**config.mk**
```make
export PLATFORM = sky130hd
export DESIGN_NAME = fbwp_core
export DESIGN_NICKNAME = d
export VERILOG_FILES = /design/src/pkg/fbwp_pkg.sv /design/src/hdl/fbwp_range_decode.sv /design/src/hdl/fbwp_core.sv
export VERILOG_INCLUDE_DIRS = /design/src /design/src/pkg
export SDC_FILE = /design/constraint.sdc
export NUM_CORES = 1
export LEC_CHECK = 0
export ABC_AREA = 1
export BUFFER_PORTS_ARGS = -buffer_cell sky130_fd_sc_hd__buf_4
export CORE_MARGIN = 5
export CORE_UTILIZATION = 51
export CTS_CLUSTER_SIZE = 20
export DETAILED_ROUTE_END_ITERATION = 8
export GPL_ROUTABILITY_DRIVEN = 0
export GPL_TIMING_DRIVEN = 1
export PLACE_DENSITY_LB_ADDON = 0.2
export SYNTH_ARGS = -nofsm -noshare
export SYNTH_HDL_FRONTEND = slang
export SYNTH_SLANG_ARGS = --single-unit
```
**constraint.sdc**
```tcl
create_clock -name clk -period 5.75 [get_ports clk]
set_input_delay 0.575 -clock clk [delete_from_list [all_inputs] [get_ports clk]]
set_output_delay 0.575 -clock clk [all_outputs]
set_load 0.005 [all_outputs]
```
**src/pkg/fbwp_params.svh**
```systemverilog
`ifndef FBWP_PARAMS_SVH
`define FBWP_PARAMS_SVH
// status byte field positions
`define FBWP_SR_WIP     0
`define FBWP_SR_WEL     1
`define FBWP_SR_BP_LO   2
`define FBWP_SR_BP_HI   5
`define FBWP_SR_QE      6
`define FBWP_SR_SWD     7
// non-volatile reset value of status cells
`define FBWP_NV_RESET   6'h00
// block geometry
`define FBWP_BLK_LSB    16
`define FBWP_HALF_LSB   15
`define FBWP_ADDR_W     24
// operation timing, in clock cycles
`define FBWP_BUSY_CYC   8'h08
`endif

```
**src/pkg/fbwp_pkg.sv**
```systemverilog
package fbwp_pkg;
  typedef enum logic [2:0] {
    FBWP_D4M   = 3'h0,
    FBWP_D2M   = 3'h1,
    FBWP_D1M   = 3'h2,
    FBWP_D512K = 3'h3,
    FBWP_D256K = 3'h4
  } fbwp_density_e;

  typedef enum logic [3:0] {
    FBWP_OP_PROG   = 4'h1,
    FBWP_OP_ERASE  = 4'h2,
    FBWP_OP_CHIP   = 4'h4,
    FBWP_OP_STATUS = 4'h8
  } fbwp_op_e;

  typedef enum logic [2:0] {
    FBWP_IDLE = 3'b001,
    FBWP_BUSY = 3'b010,
    FBWP_DONE = 3'b100
  } fbwp_state_e;
endpackage

```
**src/hdl/fbwp_range_decode.sv**
```systemverilog
`timescale 1ns/100ps
`include "fbwp_params.svh"
module fbwp_range_decode
  import fbwp_pkg::*;
(
  input  wire logic [3:0]    protect_code,
  input  wire fbwp_density_e density,
  output logic      [2:0]    lo_blk,
  output logic      [2:0]    hi_blk,
  output logic               any_prot
);
  logic [3:0] c;
  assign c = protect_code;

  always_comb begin
    lo_blk   = 3'h0;
    hi_blk   = 3'h0;
    any_prot = (c != 4'h0);
    unique case (density)
      FBWP_D4M: begin
        hi_blk = 3'h7;
        unique case (c)
          4'h1: lo_blk = 3'h7;
          4'h2: lo_blk = 3'h6;
          4'h3: lo_blk = 3'h4;
          4'h4: lo_blk = 3'h2;
          4'h5: lo_blk = 3'h1;
          4'h9: hi_blk = 3'h0;
          4'ha: hi_blk = 3'h1;
          4'hb: hi_blk = 3'h3;
          4'hc: hi_blk = 3'h5;
          4'hd: hi_blk = 3'h6;
          default: lo_blk = 3'h0;
        endcase
      end
      FBWP_D2M: begin
        hi_blk = 3'h3;
        unique case (c)
          4'h1: lo_blk = 3'h3;
          4'h2: lo_blk = 3'h2;
          4'h3: lo_blk = 3'h1;
          4'h9: hi_blk = 3'h0;
          4'ha: hi_blk = 3'h1;
          4'hb: hi_blk = 3'h2;
          default: lo_blk = 3'h0;
        endcase
      end
      FBWP_D1M: begin
        hi_blk = 3'h1;
        if (c == 4'h1) begin
          lo_blk = 3'h1;
        end else if (c == 4'h9) begin
          hi_blk = 3'h0;
        end
      end
      default: begin
        // single block: any nonzero code covers all of it
        hi_blk = 3'h0;
      end
    endcase
  end
endmodule

```
**src/hdl/fbwp_core.sv**
```systemverilog
`timescale 1ns/100ps
`include "fbwp_params.svh"
// Functional notes
// - Decode the four protect-code bits into a region and refuse program or erase into it.
// - At 4Mb codes 0001-0101 protect the top 1,2,4,6,7 blocks ending at block 7.
// - At 4Mb codes 0110,0111,1000,1110,1111 protect all eight blocks.
// - At 4Mb codes 1001-1101 protect the bottom 1,2,4,6,7 blocks from block 0.
// - At 2Mb codes 0001-0011 top 1-3, 1001-1011 bottom 1-3, the rest all four blocks.
// - At 1Mb 0001 protects block 1, 1001 block 0, others both; smaller parts any nonzero all.
// - With status-write-disable clear the status byte is writable whatever the pin.
// - With it set, quad-enable clear and the pin low the status write command is ignored.
// - With it set and the pin high the status write command still updates the byte.
// - Quad-enable clear gives the two extra pins protect and pause functions.
// - Quad-enable set makes them data lines two and three.
// - The 1Mb variant with half_block_only set erases 32KB under the big block-erase opcode only.
// - Write commands need the write latch set first, else they are ignored.
// - Protect, quad and disable cells change only by the status write command.
module fbwp_core
  import fbwp_pkg::*;
#(
  parameter int ADDR_W = `FBWP_ADDR_W
)(
  input  wire logic              clk,
  input  wire logic              arst_n,
  input  wire logic              clk_en,
  input  wire fbwp_density_e     density,
  input  wire logic              half_block_only,
  input  wire logic              cmd_valid,
  input  wire fbwp_op_e          cmd_op,
  input  wire logic [ADDR_W-1:0] cmd_addr,
  input  wire logic              cmd_big_erase,
  input  wire logic [7:0]        cmd_status,
  input  wire logic              write_unlock_command,
  input  wire logic              write_lock_command,
  input  wire logic              write_protect_pin_n,
  input  wire logic              pause_pin_n,
  input  wire logic              data_line_two_in,
  input  wire logic              data_line_three_in,
  input  wire logic              quad_drive,
  input  wire logic              data_line_two_out_d,
  input  wire logic              data_line_three_out_d,
  output logic [7:0]             status_byte,
  output logic                   cmd_accept,
  output logic                   cmd_reject,
  output logic                   array_write,
  output logic [ADDR_W-1:0]      array_addr,
  output logic [ADDR_W-1:0]      array_span,
  output logic                   hw_protect_level,
  output logic                   pause_active,
  output logic                   quad_in2,
  output logic                   quad_in3,
  output logic                   data_line_two_out,
  output logic                   data_line_two_oe,
  output logic                   data_line_three_out,
  output logic                   data_line_three_oe
);
  // refuse widths that cannot hold the block index of the largest part
  if (ADDR_W < 19) begin : g_addr_chk
    $error("address width too small for 4Mb");
  end

  logic [5:0]        nv;
  logic              write_latch_flag;
  logic              busy;
  logic [7:0]        busy_cnt;
  fbwp_state_e       state;
  fbwp_state_e       next_state;
  logic [2:0]        lo_blk;
  logic [2:0]        hi_blk;
  logic              any_prot;
  logic [3:0]        protect_code;
  logic              quad_enable;
  logic              status_write_disable;

  assign protect_code         = nv[3:0];
  assign quad_enable          = nv[4];
  assign status_write_disable = nv[5];

  fbwp_range_decode u_dec (
    .protect_code (protect_code),
    .density      (density),
    .lo_blk       (lo_blk),
    .hi_blk       (hi_blk),
    .any_prot     (any_prot)
  );

  // pin muxing follows quad-enable
  wire wp_fn = ~quad_enable;
  assign hw_protect_level = wp_fn ? write_protect_pin_n : 1'b1;
  assign pause_active     = wp_fn & ~pause_pin_n;
  assign quad_in2         = quad_enable & data_line_two_in;
  assign quad_in3         = quad_enable & data_line_three_in;
  assign data_line_two_out   = data_line_two_out_d;
  assign data_line_three_out = data_line_three_out_d;
  assign data_line_two_oe    = quad_enable & quad_drive;
  assign data_line_three_oe  = quad_enable & quad_drive;

  // block range of the target
  wire [2:0] tgt_blk = cmd_addr[`FBWP_BLK_LSB+2:`FBWP_BLK_LSB];
  wire in_rng = any_prot && tgt_blk >= lo_blk && tgt_blk <= hi_blk;
  // whole chip is hit by any protection
  wire chip_hit = any_prot;
  // 1Mb variant: big erase shrinks to 32KB
  wire erase32 = half_block_only && density == FBWP_D1M;

  wire is_prog   = cmd_op == FBWP_OP_PROG;
  wire is_erase  = cmd_op == FBWP_OP_ERASE;
  wire is_chip   = cmd_op == FBWP_OP_CHIP;
  wire is_status = cmd_op == FBWP_OP_STATUS;

  wire hw_locked = status_write_disable & ~hw_protect_level;
  wire prot_fail = ((is_prog | is_erase) & in_rng)
                 | (is_chip & chip_hit);
  wire can_go = cmd_valid && state == FBWP_IDLE && write_latch_flag;
  wire go     = can_go && !prot_fail && !(is_status && hw_locked);
  assign cmd_accept = go;
  assign cmd_reject = cmd_valid && state == FBWP_IDLE && !go;

  wire [ADDR_W-1:0] span64 = ADDR_W'(1) << `FBWP_BLK_LSB;
  wire [ADDR_W-1:0] span32 = ADDR_W'(1) << `FBWP_HALF_LSB;
  wire [ADDR_W-1:0] next_span =
    (is_erase && cmd_big_erase && !erase32) ? span64 :
    (is_erase && cmd_big_erase) ? span32 : ADDR_W'(0);

  always_comb begin
    next_state = state;
    unique case (state)
      FBWP_IDLE: if (go) next_state = FBWP_BUSY;
      FBWP_BUSY: if (busy_cnt == 8'h00) next_state = FBWP_DONE;
      FBWP_DONE: next_state = FBWP_IDLE;
      default:   next_state = FBWP_IDLE;
    endcase
  end

  always_ff @(posedge clk or negedge arst_n) begin
    if (!arst_n) begin
      state    <= FBWP_IDLE;
      busy_cnt <= 8'h00;
    end else if (clk_en) begin
      state    <= next_state;
      busy_cnt <= go ? `FBWP_BUSY_CYC - 8'h01
                : (busy_cnt != 8'h00 ? busy_cnt - 8'h01 : 8'h00);
    end
  end
  assign busy = state != FBWP_IDLE;

  // non-volatile cells: only the status write touches them
  always_ff @(posedge clk or negedge arst_n) begin
    if (!arst_n) begin
      nv <= `FBWP_NV_RESET;
    end else if (clk_en && go && is_status) begin
      nv <= cmd_status[`FBWP_SR_SWD:`FBWP_SR_BP_LO];
    end
  end

  // latch clears when an operation completes; unlock wins over lock but is ignored while busy, done included
  always_ff @(posedge clk or negedge arst_n) begin
    if (!arst_n) begin
      write_latch_flag <= 1'b0;
    end else if (clk_en) begin
      if (write_unlock_command && !busy) begin
        write_latch_flag <= 1'b1;
      end else if (write_lock_command || state == FBWP_DONE) begin
        write_latch_flag <= 1'b0;
      end
    end
  end

  always_ff @(posedge clk or negedge arst_n) begin
    if (!arst_n) begin
      array_write <= 1'b0;
      array_addr  <= '0;
      array_span  <= '0;
    end else if (clk_en) begin
      array_write <= go && !is_status;
      if (go) begin
        array_addr <= cmd_addr;
        array_span <= next_span;
      end
    end
  end

  assign status_byte = {nv, write_latch_flag, busy};

  no_prot_write_a: assert property (@(posedge clk) disable iff (!arst_n)
    clk_en && cmd_valid && prot_fail |-> !cmd_accept)
    else $error("protected target accepted");
  top4_a: assert property (@(posedge clk) disable iff (!arst_n)
    density == FBWP_D4M && protect_code == 4'h3 |-> lo_blk == 3'h4 && hi_blk == 3'h7)
    else $error("4Mb top range wrong");
  all4_a: assert property (@(posedge clk) disable iff (!arst_n)
    density == FBWP_D4M && protect_code == 4'h7 |-> lo_blk == 3'h0 && hi_blk == 3'h7)
    else $error("4Mb all range wrong");
  bot4_a: assert property (@(posedge clk) disable iff (!arst_n)
    density == FBWP_D4M && protect_code == 4'hc |-> lo_blk == 3'h0 && hi_blk == 3'h5)
    else $error("4Mb bottom range wrong");
  two_meg_a: assert property (@(posedge clk) disable iff (!arst_n)
    density == FBWP_D2M && protect_code == 4'h3 |-> lo_blk == 3'h1 && hi_blk == 3'h3)
    else $error("2Mb range wrong");
  one_meg_a: assert property (@(posedge clk) disable iff (!arst_n)
    density == FBWP_D1M && protect_code == 4'h9 |-> any_prot && hi_blk == 3'h0)
    else $error("1Mb range wrong");
  status_lock_a: assert property (@(posedge clk) disable iff (!arst_n)
    clk_en && status_write_disable && !write_protect_pin_n && !quad_enable
    |=> $stable(nv))
    else $error("locked status changed");
  status_open_a: assert property (@(posedge clk) disable iff (!arst_n)
    clk_en && go && is_status |=> nv == $past(cmd_status[7:2]))
    else $error("status write lost");
  quad_pins_a: assert property (@(posedge clk) disable iff (!arst_n)
    !quad_enable |-> !data_line_two_oe && !data_line_three_oe)
    else $error("quad pins driven");
  latch_need_a: assert property (@(posedge clk) disable iff (!arst_n)
    cmd_accept |-> write_latch_flag)
    else $error("accept without latch");
  latch_done_a: assert property (@(posedge clk) disable iff (!arst_n)
    clk_en && go |-> ##[1:20] !write_latch_flag || write_unlock_command)
    else $error("latch not cleared");
endmodule

```
* After elaboration in Yosys (flattened, before gate mapping) *
Cells that the tools add are included.

word-level totals
  input port bits = 54
  register bits after elaboration = 67
  word-level logic and storage cells = 93

operators by class
  equality and inequality tests = 22
  reduce and logical (&&, ||, !) cells = 30
  $add $sub $neg = 1
  bitwise operators = 12
  magnitude comparators = 2
  muxes and demuxes = 19

operators by type and width
  cell                                              number
  one-hot mux 3 bit (5 select lines)                2
  == test 4 bit, second input constant              6
  one-hot mux 3 bit (3 select lines)                2
  two-way mux 17 bit                                1
  two-way mux 16 bit                                1
  two-way mux 8 bit                                 2
  logical AND 1 bit                                 15
  == test 4 x 2 -> 1 bit, second input constant     3
  == test 4 x 3 -> 1 bit, second input constant     3
  one-hot mux 2 bit (3 select lines)                2
  two-way mux 3 bit                                 3
  == test 4 x 1 -> 1 bit, second input constant     2
  zero test 8 bit                                   1
  nonzero test 8 bit                                1
  subtractor 8 x 1 -> 8 bit, second input constant  1
  AND 1 bit                                         7
  == test 3 x 1 -> 1 bit, second input constant     2
  == test 3 x 2 -> 1 bit, second input constant     2
  zero test 1 bit                                   6
  one-hot mux 3 bit (2 select lines)                1
  two-way mux 1 bit                                 5
  inequality test 2 bit, second input constant      2
  AND reduction 2 bit                               2
  nonzero test 4 bit                                1
  other kinds (10)                                  13

* Depth between registers and ports, before layout *
  depth in word-level cells = 13
  gate-level depth with buffers = 19

* By module *
Synthesis repeated with hierarchy kept, for this count alone.

second synthesis, totals
  cell total of the unflattened synthesis = 349
  area, all modules = 2650.0 um2

by module, submodules not included
  module             cells each  instances  sequential area each (um2)  area an instance (um2)
  fbwp_core          307         1          1127.3                      2459.9
  fbwp_range_decode  42          1          0.0                         190.2

* Least setup slack after synthesis *
OpenSTA, ideal clock, no wires.

  kind = input port to output port
  start = in density[2]
  end = out cmd_reject
  arrival = 2120 ps
  slack = 3055 ps
  path buffers = 0
  stages on the path = 15
  required time = 5175 ps
  cells stage by stage = nor2_1 -> nand2_1 -> inv_1 -> nand2_1 -> o32ai_1 -> o211ai_1 -> ha_1 -> nand2_1 -> inv_1 -> nand2_1 -> a21oi_1 -> nand3_1 -> nand3_4 -> nand3_1 -> inv_1

on the way
  cells in the longest elaborated chain, start to end = 12

ends and longest elaborated chain
  what                                            RTL line                 text
  from (decl)                                     fbwp_core.sv:26          input wire fbwp_density_e density,
  == test 3 x 2 -> 1 bit (tied with other cells)  fbwp_range_decode.sv:19  unique case (density)
  one-hot mux 3 bit (3 select lines)              fbwp_range_decode.sv:19
  greater-or-equal comparator 3 bit               fbwp_core.sv:100         wire in_rng = any_prot && tgt_blk >= lo_blk && tgt_blk <= hi_blk;
  logical AND 1 bit                               fbwp_core.sv:100
  logical AND 1 bit *                             fbwp_core.sv:100
  AND 1 bit *                                     fbwp_core.sv:112         wire prot_fail = ((is_prog | is_erase) & in_rng)
  bitwise OR 1 bit *                              fbwp_core.sv:113         | (is_chip & chip_hit);
  zero test 1 bit *                               fbwp_core.sv:115         wire go = can_go && !prot_fail && !(is_status && hw_locked);
  logical AND 1 bit * (2 in a row)                fbwp_core.sv:115
  zero test 1 bit *                               fbwp_core.sv:117         assign cmd_reject = cmd_valid && state == FBWP_IDLE && !go;
  logical AND 1 bit *                             fbwp_core.sv:117
  to (decl)                                       fbwp_core.sv:44          output logic cmd_reject,

Mark *: on every way between the ends. The rest lies on a longest branch, timed or not.

* Worst setup path after layout *
Ends and elaborated chain as after synthesis.

==> reports/summary.txt <==
CTS sink count: 45
Detailed Route Iter0 Violations: 91
DP Wirelength: 4766 um
Layout area overhead: 26.23%
worst-skew pair later-pin latency: 300 ps
Startpoint Class: primary input
Antenna Nets Post-Route: 0
CP arrival: 2590 ps
Final Cycle Share: 55.05%
P_leak: 1.871 nW
total inserted antenna cells: 0
GR Overflow Total: 0
Worst VDD drop: 0.2191 mV
Post-synth top flop: dfrtp_1
status: finished clean
Final Hold Viols: 0
maximum clock path buffer count: 2
Yosys reg bits: 45
Tot GR Track Use: 18.45%
Cells after Synth: 338
vias in the first global route: 2311
sequential element share of the synthesized area: 42.66%
Top cell by count, worst path: nand2_1
routed wire length: 6160 um
overall power: 1.303 mW
worst r2r dst: array_span[15]$_DFFE_PN0P_
Port Buffers: 92
die footprint: 6721 sq um
row cnt: 26
max cap viols: 0
Final Cell Area: 3336 sq um
H-tree depth: 2
DRC: 0
dpl cells: 487
origin of the critical flop-to-flop path: nv[0]$_DFFE_PN0P_
Setup CP Type: in -> out
final setup fails: 0
worst path required time: 5180 ps
Netlist Area Pre-Place: 2643 sq um
clock tree from TritonCTS: yes
DR WL/cell: 12.44 um
Vias/cell: 4.774
crit path time final: 3165 ps
Slew headroom: 49.72%
R2R Setup Slk: 2830 ps
power density over cell area: 390.5 nW/um^2
proportion of layout cells with a drive suffix above 1: 28.47%
clock root buffer: clkbuf_8
maximum clock rate: 0.3159 GHz
largest net degree at the start of global routing: 46
CP endpoint kind: primary output
syn_area_per_cell: 7.818 sq um
slowest CP cell: ha_1
IO Pins: 121
maximum fanout along the worst path: 5
Yosys cell types: 32
Worst-Margin Slew: 752.4 ps
worst path buffer plus inverter count: 5
ys async rst share: 100.0%
slowest stage delay, CP: 300 ps
Area after DPL: 3242 sq um
via count: 2363
post-CTS setup buffer count: 0
Core Util, Final: 65.73%
Post-CTS Hold Fix Bufs: 0
Initial Util: 52.07%
die height: 81.98 um
setup TNS: 0 ps
RSZ-0062 raised after global routing: no
Pre-Repair DR Iteration Count: 4
clk slew on worst S/H paths: 90 ps
Worst R2R Path Depth: 15
global-route wire length before repair: 9763 um
crit-path leading delay family: simple AND/OR/NAND/NOR gates
commonest non-fill, non-tap cell in the layout: nand2_1
EDFF count, synth: 0
Tightest Hold Check Type: in -> async
Syn. warnings: 0
Worst Clk Skew: 6.527 ps
antenna violations before repair: 0
final non-filler cell total: 495
CP cell instances: buf_4, nor2_1, nand2_1, inv_1, nand2_1, o32ai_1, o211ai_1, ha_1, nand2_1, inv_1, nand2_1, a21oi_1, nand3_1, nand3_4, nand3_1, inv_1, buf_4
Core Region: 5075 sq um
CTS buffer count: 5
commonest non-fill, non-tap cells in the layout: nand2_1, buf_4, dfrtp_1
post_cts resized: 0
Final Slew Violations: 0
die width: 81.98 um
Final nets: 486
stage by stage:
stage	hold WS (ps)	setup slack (ps)
after floorplan	279.4	3055
after global placement	463.7	2564
after detailed placement	466.0	2448
after CTS	288.3	2618
after global routing	312.3	2374
final	270.3	2585
registers in the layout, summed over array words and instances (netlist names):
signal / count
array_addr: 24
array_span: 2
array_write: 1
busy_cnt: 8
nv: 6
state: 3
write_latch_flag: 1
layout make-up:
| class | count | area (sq um) |
|---|---|---|
| Clock buffer | 5 | 68.82 |
| Clock inverter | 3 | 25.02 |
| Fill cell | 460 | 1739 |
| Inverter | 38 | 143.9 |
| Multi-Input combinational cell | 242 | 1192 |
| Sequential cell | 45 | 1127 |
| Tap cell | 70 | 87.58 |
| Timing Repair Buffer | 92 | 690.7 |
cell families (layout without fill, tap and decap cells):
| kind of cell | after synthesis | count (layout) | share of synthesized area (%) |
|---|---|---|---|
| AO/OA/AOI/OAI | 31 | 31 | 6.818 |
| XOR/XNOR | 6 | 6 | 1.989 |
| adder cells (fa/ha/maj) | 8 | 8 | 3.788 |
| buffers and inverters | 72 | 138 | 15.20 |
| flip-flops | 45 | 45 | 42.66 |
| other | 1 | 22 | 0.1419 |
| AND/OR/NAND/NOR | 175 | 175 | 29.40 |
per-layer routing:
metal | wire (um) | vias up | GRT usage, %
li1 | - | 1181 | -
met1 | 2517 | 1092 | 23.05
met2 | 3122 | 84 | 31.42
met3 | 461 | 6 | 4.934
met4 | 59 | 0 | 4.983
met5 | 0 | - | 0
cells in the mapped netlist, types with 6 or more instances:
library cell	count	share of area [%]
buf_4	27	7.7
nand3_1	18	3.4
o21ai_0	13	2.5
inv_1	35	5.0
ha_1	8	3.8
nor2_1	14	2.0
a21oi_1	6	1.1
nand2_2	10	2.4
nand2_1	116	16
dfrtp_1	44	42
power breakdown:
group          leakage, nW  internal (mW)  total [mW]  switching, mW
registers            0.577          0.450       0.538         0.0884
logic                 1.25          0.284       0.563          0.278
clock network       0.0447         0.0878       0.201          0.114
worst register-to-register path, delay by kind of cell (launching register included):
kind	cells	cell delay, ps
AO/OA/AOI/OAI	4	730
adder cells (fa/ha/maj)	1	300
buffers and inverters	1	120
flip-flops	1	430
AND/OR/NAND/NOR	9	1230
how the worst max path moves through the flow:
| stage | startpoint | end | slack (ps) | depth (start not counted) |
|---|---|---|---|---|
| after floorplan | density[2] | cmd_reject | 3050 | 15 |
| after global placement | density[2] | array_span[15]$_DFFE_PN0P_ | 2560 | 17 |
| after detailed placement | density[2] | array_span[16]$_DFFE_PN0P_ | 2450 | 17 |
| after CTS | density[2] | cmd_reject | 2620 | 17 |
| after global routing | density[2] | cmd_reject | 2370 | 17 |
| final | density[2] | cmd_reject | 2580 | 17 |
(Power assumes the default switching activity.)
